### src/verilog/fer_defs.svh
// Purpose: Offsets, field positions, strap reset values and I/O addresses for the function enable register.
// Assumes: 40 MHz core clock, ISA I/O addresses of ten bits.
// Notes: Definitions only.
`ifndef FER_DEFS_SVH
`define FER_DEFS_SVH
`define CFG_IDX_ENABLE 8'h00
`define EN_LPT 0
`define EN_UART1 1
`define EN_UART2 2
`define EN_FLOPPY 3
`define EN_FOUR_DRIVE 4
`define EN_FLOPPY_SEC 5
`define EN_IDE 6
`define EN_IDE_SEC 7
`define RST_STRAP_00 8'h4b
`define RST_STRAP_10 8'h0f
`define RST_STRAP_11 8'h00
`define RST_STRAP_01 8'h00
`define FLOPPY_PRI_BASE 10'h3f0
`define FLOPPY_SEC_BASE 10'h370
`define FLOPPY_DOR_OFF 3'h2
`define IDE_PRI_BASE 10'h1f0
`define IDE_SEC_BASE 10'h170
`define IDE_PRI_CTL 10'h3f6
`define IDE_SEC_CTL 10'h376
`define CFG_INDEX_ADDR 10'h398
`define CFG_DATA_ADDR 10'h399
`endif

### src/verilog/fer_pkg.sv
// Purpose: Types shared by the function enable register design.
// Assumes: Nothing beyond the defines header.
// Notes: Holds types only.
`default_nettype none
package fer_pkg;
    typedef logic [7:0] byte_t;
    typedef logic [9:0] ioaddr_t;
    typedef enum logic [1:0] {ACC_IDLE, ACC_INDEXED, ACC_ARMED} cfg_acc_t;
endpackage : fer_pkg
`default_nettype wire

### src/verilog/sync2.sv
// Purpose: Two flip-flop synchroniser for one pin level.
// Assumes: Asynchronous active-low reset.
// Notes: The first stage is read only by the second.
`default_nettype none
module sync2 (
    input wire logic CLK,
    input wire logic NRST,
    input wire logic d,
    output logic q
);
    logic meta_r;
    always_ff @(posedge CLK or negedge NRST) begin
        if (!NRST) begin
            meta_r <= 1'b0;
            q <= 1'b0;
        end else begin
            meta_r <= d;
            q <= meta_r;
        end
    end
endmodule : sync2
`default_nettype wire

### src/verilog/floppy_pin_encode.sv
// Purpose: Drive select and motor pin encoding for two- or four-drive operation.
// Assumes: Output register value and write strobe come from the core clock domain.
// Notes: Pins are active low in two-drive mode.
`default_nettype none
module floppy_pin_encode (
    input wire logic four_drive,
    input wire logic [7:0] dor,
    input wire logic dor_wr_strobe,
    output logic drive_select_pin_a,
    output logic drive_select_pin_b,
    output logic motor_pin_a,
    output logic motor_pin_b
);
    wire [1:0] sel = dor[1:0];
    wire sel_motor = dor[3'd4 + {1'b0, sel}];
    wire two_ds_a = ~(sel == 2'd0);
    wire two_ds_b = ~(sel == 2'd1);
    // In four-drive mode the select bits go out raw and motor_pin_b carries the inverted write strobe.
    assign drive_select_pin_a = four_drive ? sel[0] : two_ds_a;
    assign drive_select_pin_b = four_drive ? sel[1] : two_ds_b;
    assign motor_pin_a = four_drive ? ~sel_motor : ~dor[4];
    assign motor_pin_b = four_drive ? ~dor_wr_strobe : ~dor[5];
endmodule : floppy_pin_encode
`default_nettype wire

### src/verilog/function_enable_register.sv
// Functional notes
// - Disabled parallel, serial and floppy functions get clocks gated off; their register contents stay.
// - Parallel port decoded only while bit 0 is one.
// - Bit 1 decodes first serial port; clear blocks and powers it down.
// - Bit 2 decodes second serial port; clear blocks and powers it down.
// - Serial interrupts still reach their request pins after the port is disabled.
// - Bit 3 decodes floppy controller; clear blocks and powers it down.
// - Bit 4 picks direct two-drive pins or encoded four-drive pins.
// - Four-drive: select pins carry bits 1:0, motor_pin_a low when motor on.
// - Four-drive: motor_pin_b is an inverted write strobe to the output register.
// - Bit 5 picks floppy primary 3F0-7h or secondary range.
// - Bit 6 decodes IDE; clear idles selects, buffers and data bit 7.
// - Bit 7 picks IDE primary or secondary ranges.
// - Reset value taken from two straps; 01 is reserved.
//
// Purpose: Function enable register with its ISA index/data access and decode gating.
// Assumes: ISA strobes are synchronised here; IOW pulses last several clocks.
// Notes: Strap 01 is reserved and loads all zero.
`default_nettype none
`include "fer_defs.svh"
module function_enable_register (
    // Clock and reset.
    input wire logic CLK,
    input wire logic NRST,
    // ISA host bus.
    input wire fer_pkg::ioaddr_t SA,
    input wire fer_pkg::byte_t SD_IN,
    output fer_pkg::byte_t SD_OUT,
    output logic SD_OE_N,
    input wire logic IOW_N,
    input wire logic IOR_N,
    // Straps.
    input wire logic CONFIG_STRAP_A,
    input wire logic CONFIG_STRAP_B,
    // Power management control bit 0 from its own register.
    input wire logic PMC_IDE_TRISTATE,
    // Floppy output register value and serial interrupt sources.
    input wire fer_pkg::byte_t FLOPPY_DOR,
    input wire logic UART1_IRQ,
    input wire logic UART2_IRQ,
    // Decoded selects and clock enables to the peripherals, and the serial interrupt request pins.
    output logic LPT_SEL,
    output logic UART1_SEL,
    output logic UART2_SEL,
    output logic FLOPPY_SEL,
    output logic LPT_CLK_EN,
    output logic UART1_CLK_EN,
    output logic UART2_CLK_EN,
    output logic FLOPPY_CLK_EN,
    output logic UART1_IRQ_PIN,
    output logic UART2_IRQ_PIN,
    // Floppy drive pins.
    output logic DRIVE_SELECT_PIN_A,
    output logic DRIVE_SELECT_PIN_B,
    output logic MOTOR_PIN_A,
    output logic MOTOR_PIN_B,
    // IDE pins.
    output logic IDE_HOST_SELECT_A,
    output logic IDE_HOST_SELECT_A_OE_N,
    output logic IDE_HOST_SELECT_B,
    output logic IDE_HOST_SELECT_B_OE_N,
    output logic IDE_HIGH_BUFFER_ENABLE,
    output logic IDE_LOW_BUFFER_ENABLE,
    output logic IDE_DATA_BIT7_OE_N
);
    import fer_pkg::*;

    logic iow_s, ior_s, strap_a_s, strap_b_s;
    sync2 u_sync_iow (.CLK(CLK), .NRST(NRST), .d(~IOW_N), .q(iow_s));
    sync2 u_sync_ior (.CLK(CLK), .NRST(NRST), .d(~IOR_N), .q(ior_s));
    sync2 u_sync_sa (.CLK(CLK), .NRST(NRST), .d(CONFIG_STRAP_A), .q(strap_a_s));
    sync2 u_sync_sb (.CLK(CLK), .NRST(NRST), .d(CONFIG_STRAP_B), .q(strap_b_s));

    // Address is held stable over a strobe, so one stage of registering against the synced strobe suffices.
    ioaddr_t sa_r;
    byte_t sd_r;
    logic iow_d_r;
    always_ff @(posedge CLK or negedge NRST) begin
        if (!NRST) begin
            sa_r <= 10'h000;
            sd_r <= 8'h00;
            iow_d_r <= 1'b0;
        end else begin
            sa_r <= SA;
            sd_r <= SD_IN;
            iow_d_r <= iow_s;
        end
    end
    wire wr_pulse = iow_s & ~iow_d_r;
    wire hit_index = (sa_r == `CFG_INDEX_ADDR);
    wire hit_data = (sa_r == `CFG_DATA_ADDR);

    // Strap capture on the third edge after release, once the synchronisers are settled.
    logic [1:0] boot_cnt_r;
    logic strap_loaded_r;
    always_ff @(posedge CLK or negedge NRST) begin
        if (!NRST) begin
            boot_cnt_r <= 2'd0;
        end else if (boot_cnt_r != 2'd3) begin
            boot_cnt_r <= boot_cnt_r + 2'd1;
        end
    end
    wire strap_load = (boot_cnt_r == 2'd2);
    byte_t strap_val;
    assign strap_val = ({strap_b_s, strap_a_s} == 2'b00) ? `RST_STRAP_00 :
                       ({strap_b_s, strap_a_s} == 2'b10) ? `RST_STRAP_10 :
                       ({strap_b_s, strap_a_s} == 2'b11) ? `RST_STRAP_11 : `RST_STRAP_01;

    // Index/data access sequencer.
    cfg_acc_t acc_r, acc_nxt;
    byte_t index_r, fer_r;
    always_comb begin
        acc_nxt = acc_r;
        if (wr_pulse) begin
            unique case (acc_r)
                ACC_IDLE: acc_nxt = hit_index ? ACC_INDEXED : ACC_IDLE;
                ACC_INDEXED: acc_nxt = hit_data ? ACC_ARMED : (hit_index ? ACC_INDEXED : ACC_IDLE);
                ACC_ARMED: acc_nxt = hit_index ? ACC_INDEXED : ACC_IDLE;
            endcase
        end else if (ior_s & (hit_index | hit_data)) begin
            // A read breaks a half-done pair but keeps the index, so read-modify-write needs no new index.
            acc_nxt = (acc_r == ACC_IDLE) ? ACC_IDLE : ACC_INDEXED;
        end
    end
    wire fer_wr = wr_pulse & hit_data & (acc_r == ACC_ARMED) & (index_r == `CFG_IDX_ENABLE);

    always_ff @(posedge CLK or negedge NRST) begin
        if (!NRST) begin
            acc_r <= ACC_IDLE;
            index_r <= 8'h00;
            strap_loaded_r <= 1'b0;
            fer_r <= 8'h00;
        end else begin
            acc_r <= acc_nxt;
            if (wr_pulse & hit_index) begin
                index_r <= sd_r;
            end
            if (strap_load) begin
                fer_r <= strap_val;
                strap_loaded_r <= 1'b1;
            end else if (fer_wr) begin
                fer_r <= sd_r;
            end
        end
    end

    // Read data path.
    wire rd_any = ior_s & (hit_index | hit_data);
    byte_t rd_val;
    assign rd_val = hit_index ? index_r : ((index_r == `CFG_IDX_ENABLE) ? fer_r : 8'h00);
    always_ff @(posedge CLK or negedge NRST) begin
        if (!NRST) begin
            SD_OUT <= 8'h00;
        end else begin
            SD_OUT <= rd_val;
        end
    end
    assign SD_OE_N = ~rd_any;

    // Decode gating. Parallel and serial address ranges live with those peripherals; floppy and IDE ranges are decoded here.
    wire en_lpt = fer_r[`EN_LPT];
    wire en_u1 = fer_r[`EN_UART1];
    wire en_u2 = fer_r[`EN_UART2];
    wire en_fd = fer_r[`EN_FLOPPY];
    wire en_ide = fer_r[`EN_IDE];
    wire fd_sec = fer_r[`EN_FLOPPY_SEC];
    wire ide_sec = fer_r[`EN_IDE_SEC];
    wire io_active = iow_s | ior_s;
    assign LPT_SEL = en_lpt & io_active;
    assign UART1_SEL = en_u1 & io_active;
    assign UART2_SEL = en_u2 & io_active;
    wire [9:0] fd_base = fd_sec ? `FLOPPY_SEC_BASE : `FLOPPY_PRI_BASE;
    wire fd_hit = (sa_r[9:3] == fd_base[9:3]);
    assign FLOPPY_SEL = en_fd & fd_hit & io_active;
    // Clocks stop but nothing is reset, so a re-enabled unit resumes with its old contents.
    assign LPT_CLK_EN = en_lpt;
    assign UART1_CLK_EN = en_u1;
    assign UART2_CLK_EN = en_u2;
    assign FLOPPY_CLK_EN = en_fd;
    // Interrupts bypass the enable; software must mask them first if it wants silence.
    assign UART1_IRQ_PIN = UART1_IRQ;
    assign UART2_IRQ_PIN = UART2_IRQ;

    // Floppy drive pins.
    wire dor_hit = fd_hit & (sa_r[2:0] == `FLOPPY_DOR_OFF);
    wire dor_strobe = en_fd & dor_hit & iow_s;
    floppy_pin_encode u_fpe (
        .four_drive(fer_r[`EN_FOUR_DRIVE]),
        .dor(FLOPPY_DOR),
        .dor_wr_strobe(dor_strobe),
        .drive_select_pin_a(DRIVE_SELECT_PIN_A),
        .drive_select_pin_b(DRIVE_SELECT_PIN_B),
        .motor_pin_a(MOTOR_PIN_A),
        .motor_pin_b(MOTOR_PIN_B)
    );

    // IDE decode and pins.
    wire [9:0] ide_base = ide_sec ? `IDE_SEC_BASE : `IDE_PRI_BASE;
    wire [9:0] ide_ctl = ide_sec ? `IDE_SEC_CTL : `IDE_PRI_CTL;
    wire ide_cmd_hit = (sa_r[9:3] == ide_base[9:3]);
    wire ide_ctl_hit = (sa_r[9:1] == ide_ctl[9:1]);
    wire ide_on = en_ide & io_active;
    assign IDE_HOST_SELECT_A = ~(ide_on & ide_cmd_hit);
    assign IDE_HOST_SELECT_B = ~(ide_on & ide_ctl_hit);
    assign IDE_HOST_SELECT_A_OE_N = ~en_ide & PMC_IDE_TRISTATE;
    assign IDE_HOST_SELECT_B_OE_N = ~en_ide & PMC_IDE_TRISTATE;
    assign IDE_HIGH_BUFFER_ENABLE = ~(ide_on & ide_cmd_hit);
    assign IDE_LOW_BUFFER_ENABLE = ~(ide_on & (ide_cmd_hit | ide_ctl_hit));
    assign IDE_DATA_BIT7_OE_N = ~(en_ide & ior_s & ide_ctl_hit & sa_r[0]);

    // Helper history for the write sequence checks.
    logic fer_wr_d_r;
    byte_t sd_d_r;
    always_ff @(posedge CLK or negedge NRST) begin
        if (!NRST) begin
            fer_wr_d_r <= 1'b0;
            sd_d_r <= 8'h00;
        end else begin
            fer_wr_d_r <= fer_wr;
            sd_d_r <= sd_r;
        end
    end
endmodule : function_enable_register
`default_nettype wire

### config.mk
export PLATFORM = sky130hd
export DESIGN_NAME = function_enable_register
export DESIGN_NICKNAME = d
export VERILOG_FILES = /design/src/verilog/fer_pkg.sv /design/src/verilog/sync2.sv /design/src/verilog/floppy_pin_encode.sv /design/src/verilog/function_enable_register.sv
export VERILOG_INCLUDE_DIRS = /design/src /design/src/verilog
export SDC_FILE = /design/constraint.sdc
export NUM_CORES = 1
export LEC_CHECK = 0
export BUFFER_PORTS_ARGS = -buffer_cell sky130_fd_sc_hd__buf_4
export CORE_UTILIZATION = 36
export DETAILED_ROUTE_END_ITERATION = 8
export GPL_TIMING_DRIVEN = 0
export PLACE_DENSITY_LB_ADDON = 0.3
export SYNTH_ARGS = -nofsm -noshare
export SYNTH_HDL_FRONTEND = slang
export SYNTH_SLANG_ARGS = --single-unit
### constraint.sdc
create_clock -name CLK -period 4.4 [get_ports CLK]
set_clock_uncertainty 0.2 [all_clocks]
set_input_delay 1.1 -clock CLK [delete_from_list [all_inputs] [get_ports CLK]]
set_output_delay 1.1 -clock CLK [all_outputs]
set_load 0.01 [all_outputs]
==> results of run 1 <==
[final timing paths]
kind	startpoint	endpoint	cells after the start
max reg2reg	sa_r[1]	fer_r[1]	4
min in group asynchronous	NRST	boot_cnt_r[0]	1
min	u_sync_iow.meta_r	u_sync_iow.q	0
max	sa_r[1]	SD_OE_N	4
max in group asynchronous	NRST	sa_r[1]	1
min reg2reg	u_sync_iow.meta_r	u_sync_iow.q	0
[power breakdown]
part           leakage [µW]  internal, µW  switching, µW
Clock             0.0000361           106            147
Sequential         0.000675           524           14.0
Combinational      0.000620          41.6           34.6
[cells in the mapped netlist, types with 2 or more instances]
cell type	n	share of area, %
a21oi_1	5	1.1
a221oi_1	3	1.2
a31oi_1	2	0.57
and2_1	2	0.57
buf_1	2	0.34
buf_4	4	1.4
clkbuf_1	2	0.34
dfrtp_1	55	63
ha_1	2	1.1
inv_1	7	1.2
mux2_2	8	4.1
nand2_1	23	3.9
nand3_1	7	1.6
nand4_1	2	0.57
nor2_1	13	2.2
nor2b_1	6	1.7
nor4_1	5	1.4
o21ai_0	15	3.4
or4_1	2	0.68
xnor2_1	2	0.80
[critical path, stage by stage, from the launching register on]
cell and delay (ps):
dfrtp_1 400, or4b_4 580, nor3_2 510, nand2_1 190, buf_4 190
[kinds of logic after synthesis]
| family | count (synthesis) |
|---|---|
| AND/OR/NAND/NOR | 73 |
| flip-flops | 55 |
| AO/OA/AOI/OAI | 31 |
| buffers and inverters | 16 |
| multiplexers | 9 |
| XOR/XNOR | 3 |
| adder cells (fa/ha/maj) | 2 |
[layer usage]
| layer | up-vias | track usage, % | share of wire [%] |
|---|---|---|---|
| met5 | - | 0 | 0 |
| met4 | 0 | 5.36 | 1.5 |
| met3 | 7 | 4.46 | 7.7 |
| met2 | 54 | 25.0 | 49 |
| met1 | 777 | 18.5 | 42 |
| li1 | 782 | - | - |
[flip-flops by register name, indices dropped and copies added (netlist names), 2 cells and up]
signal      count
sa_r           10
acc_r           2
boot_cnt_r      2
sd_r            8
SD_OUT          8
fer_r           8
index_r         8
[per-stage QoR]
step                      total power, µW  instances  hold WS (ps)
after detailed placement              626        324           135
after CTS                             877        330           147
final                                 867        330           142
after global routing                  911        330           154
after floorplan                       572        189           131
after global placement                625        324           136
[area by class of cell]
| type | instances | area [µm²] | share of cell area, % |
|---|---|---|---|
| sequential | 55 | 1380 | 48.9 |
| multi-input combinational | 118 | 739 | 26.3 |
| timing repair buffer | 60 | 450 | 16.0 |
| tap | 75 | 93.8 | 3.34 |
| clock buffer | 5 | 68.8 | 2.45 |
| buffer | 9 | 50.0 | 1.78 |
| inverter | 7 | 26.3 | 0.934 |
| clock inverter | 1 | 7.51 | 0.267 |
==> metrics.csv, run 1 <==
metric;value;unit
drt-initial-drc-count;98;
drc_errors;0;
finalMaxSlewViolations;0;
io_buffers;60;
final_common_cell;buf_4;
dr.pass1.iters;4;
htreeDepth;2;
ir_drop;179;µV
die_x;80.0;µm
clockBufferDepth;2;
critPathMaxFanout;9;
final_net_count;293;
tns;0;ps
setup_viol;0;
syn_inst;189;
hold_viol_final;0;
r2r_slack;2120;ps
hold_buffers;0;
synth_fp_nets;226;
final_area;0.00281;mm²
track_usage;15.0;%
layout_setup_ws;928;ps
cts_made_buffers;5;
synthArstFlopShare;100;%
core_area;0.00589;mm²
postLayoutCoreUtil;47.8;%
grt_overflow;0;
areaGrowthSynthToFinish;28.3;%
drive_above_1_share;32.9;%
synth_seq_cells;55;
fmax;288;MHz
cp-end-kind;primary output;
numClockSinks;55;
synthMuxAreaShare;4.57;%
nFillCells;553;
cp-start-kind;flop;
critical_path_arrival;2170;ps
clkTransAtPathRegs;90;ps
grt_pass1_vias;1497;
synth_edf_count;0;
post_synth_num_cell_types;42;
cts_tree;done;
place_congestion;0.812;
yosys.area_share.adder;1.14;%
initial_core_util;37.2;%
required;3100;ps
drtAntennaViolNets;0;
postPlaceCellArea;0.00274;mm²
grt_max_degree;56;
min_period;3470;ps
post_cts_buffers;0;
maxCapViolations;0;
powerDensity;308;mW/mm²
n_antenna_cell;0;
avgRoutedWirePerCell;13.5;µm
drt_wl_total;4470;µm
status;completed;
seq_area_frac_synth;62.8;%
root_buffer;clkbuf_8;
clk_latency;300;ps
min_path_type;reg -> reg;
synth_xor_area_share;1.20;%
worstMarginPinSlew;659;ps
post-route-period-util;78.9;%
syn_avg_cell_area;11.6;µm²
die-area;0.00641;mm²
leakagePower;0.00133;µW
dieHeight;80.0;µm
route.vias.total;1620;
netlist_area;0.00219;mm²
synth_compound_area_share;8.50;%
synth_top_family_by_area;simple AND/OR/NAND/NOR gates;
synthSimpleGateAreaFrac;18.3;%
grt_pass1_wl;7110;µm
yosysWarnings;0;
preCtsSetupSlack;1280;ps
critical_path_class;reg -> out;
vias_per_cell;4.91;
rsz0062_at_grt;false;
synth_flop_cell;dfrtp_1;
hpwl;3340;µm
maxSlewHeadroom;56.1;%
ioPinCount;65;
cts_resized;0;
antenna_found_initial;0;
final_cell_mix;buf_4 (64), dfrtp_1 (55), nand2_1 (23), o21ai_0 (15), nor2_1 (13);
fp-row-count;28;
No activity file was read; power rests on OpenSTA's default activity.
==> run 2: changes to the inputs <==
==> constraint.sdc (replaced) <==
create_clock -name CLK -period 3.1 [get_ports CLK]
set_clock_uncertainty 0.2 [all_clocks]
set_input_delay 0.775 -clock CLK [delete_from_list [all_inputs] [get_ports CLK]]
set_output_delay 0.775 -clock CLK [all_outputs]
set_load 0.01 [all_outputs]
==> metrics.csv, run 2 (synthesis results as in run 1) <==
metric;value;unit;change
grt_pass1_wl;7110;µm;unchanged
cp.depth;4;;unchanged
min_period;2980;ps;
min_path_type;reg -> reg;;
reg2regPathDepth;4;;unchanged
preCtsSetupSlack;310;ps;-975 ps
hold_buffers;0;;unchanged
postPlaceCellArea;0.00274;mm²;unchanged
reg2reg_from;sa_r[1];;
maxCapViolations;0;;unchanged
dr.pass1.iters;4;;unchanged
p_seq_share;62.0;%;about the same
initial_core_util;37.2;%;unchanged
cp_slowest_cell;or4b_4;;
grt_pass1_vias;1497;;unchanged
r2r-end;index_r[3];;
cts_made_buffers;5;;unchanged
hold_viol_final;0;;unchanged
critPathCapture;SD_OE_N;;
clkTransAtPathRegs;90;ps;about the same
path_cells;or4b_4 -> nor3_4 -> nand2_1 -> buf_4;;
ir_drop;253;µV;+42%
die-area;0.00641;mm²;unchanged
final_area;0.00282;mm²;+0.22%
cp-start-kind;flop;;
pwr-share-comb;8.8;%;about the same
fmax;335;MHz;
route.vias.total;1619;;-0.062%
clockBufferDepth;2;;unchanged
core_area;0.00589;mm²;unchanged
final_net_count;293;;unchanged
maxSlewHeadroom;56.0;%;about the same
max_stage_delay;590;ps;about the same
drc_errors;0;;unchanged
leakagePower;0.00134;µW;+0.79%
setup_viol;0;;unchanged
rsz0062_at_grt;false;;
layout_setup_ws;118;ps;-810 ps
regMostFlops;sa_r;;
critical_path_arrival;2010;ps;-160 ps
post-route-period-util;96.2;%;
areaGrowthSynthToFinish;28.6;%;
grt_overflow;0;;unchanged
avgRoutedWirePerCell;13.5;µm;about the same
post_cts_buffers;0;;unchanged
antenna_found_initial;0;;unchanged
io_buffers;60;;unchanged
drt-initial-drc-count;93;;-5.1%
seq_area;0.00138;mm²;unchanged
fp-row-count;28;;unchanged
die_x;80.0;µm;unchanged
root_buffer;clkbuf_8;;
p_int;953;µW;+42%
drt_wl_total;4470;µm;about the same
critical_path_class;reg -> out;;
timing.critical_path.from;sa_r[1];;
clk_latency;300;ps;about the same
vias_per_cell;4.91;;about the same
final_cell_mix;buf_4 (64), dfrtp_1 (55), nand2_1 (23), o21ai_0 (15), nor2_1 (13);;
swShare;22.6;%;+0.065 points
track_usage;15.0;%;about the same
dieHeight;80.0;µm;unchanged
numClockSinks;55;;unchanged
cts_tree;done;;
grt_max_degree;56;;unchanged
drtAntennaViolNets;0;;unchanged
status;completed;;
r2r_slack;810;ps;-1310 ps
n_antenna_cell;0;;unchanged
ioPinCount;65;;unchanged
hpwl;3340;µm;unchanged
cp-end-kind;primary output;;
critPathMaxFanout;9;;unchanged
final_common_cell;buf_4;;
worstMarginPinSlew;659;ps;+0.492 ps
powerDensity;437;mW/mm²;+42%
nFillCells;553;;unchanged
finalMaxSlewViolations;0;;unchanged
path_buf_inv;1;;unchanged
multi_input_area;746;µm²;+0.85%
required;2120;ps;-980 ps
critPathTopFamily;simple AND/OR/NAND/NOR gates;;
place_congestion;0.812;;unchanged
largest_register_ffs;10;;unchanged
tns;0;ps;unchanged
switching_power;278;µW;+42%
clkPwrFrac;29.2;%;about the same
drive_above_1_share;32.9;%;unchanged
htreeDepth;2;;unchanged
-- run 2: worst reg2reg max path: stages (launching register included) --
cell and delay (ps):
dfrtp_1 400, or4b_4 590, nor4_4 480, nand2_4 200, mux2_2 310
-- run 2: worst min-delay path by stage --
stage                      startpoint            to  slack [ps]  cells past startpoint
floorplan           u_sync_ior.meta_r  u_sync_ior.q         130                      0
global route        u_sync_iow.meta_r  u_sync_iow.q         150                      0
detailed placement   u_sync_sa.meta_r   u_sync_sa.q         130                      0
finish              u_sync_iow.meta_r  u_sync_iow.q         140                      0
global placement    u_sync_ior.meta_r  u_sync_ior.q         140                      0
CTS                 u_sync_iow.meta_r  u_sync_iow.q         150                      0
-- run 2: metrics by stage --
stage	power (µW)	instances	utilization, %	hold WS, ps
2_1_floorplan	812	189	-	131
3_3_place_gp	887	324	46.5	136
3_5_place_dp	889	324	46.5	135
4_1_cts	1250	330	47.9	147
5_1_grt	1290	330	47.9	154
6_report	1230	330	47.9	142
-- run 2: cell type report --
| class | count | area share (%) |
|---|---|---|
| Timing Repair Buffer | 60 | 16.0 |
| Clock buffer | 5 | 2.44 |
| Buffer | 9 | 1.78 |
| Inverter | 7 | 0.932 |
| Multi-Input combinational cell | 118 | 26.5 |
| Sequential cell | 55 | 48.8 |
| Clock inverter | 1 | 0.266 |
| Tap cell | 75 | 3.33 |
-- run 2: metal layers --
metal / vias up / track usage [%] / share of wire (%)
met3: 7 / 4.46 / 7.9
li1: 782 / - / -
met5: - / 0 / 0
met4: 0 / 5.36 / 1.5
met2: 57 / 25.0 / 49
met1: 773 / 18.5 / 42
-- run 2: power by group through the flow --
stage / clock network, µW / registers, µW / logic, µW
final: 359 / 764 / 109
after floorplan: 0 / 775 / 36.7
after global placement: 0 / 778 / 109
after detailed placement: 0 / 778 / 111
after global routing: 404 / 768 / 121
after CTS: 370 / 764 / 111
-- run 2: repair_timing --
action                     in CTS  in global routing
setup endpoints to repair       1                  0
resized for setup               1                  0
hold endpoints to repair        0                  0
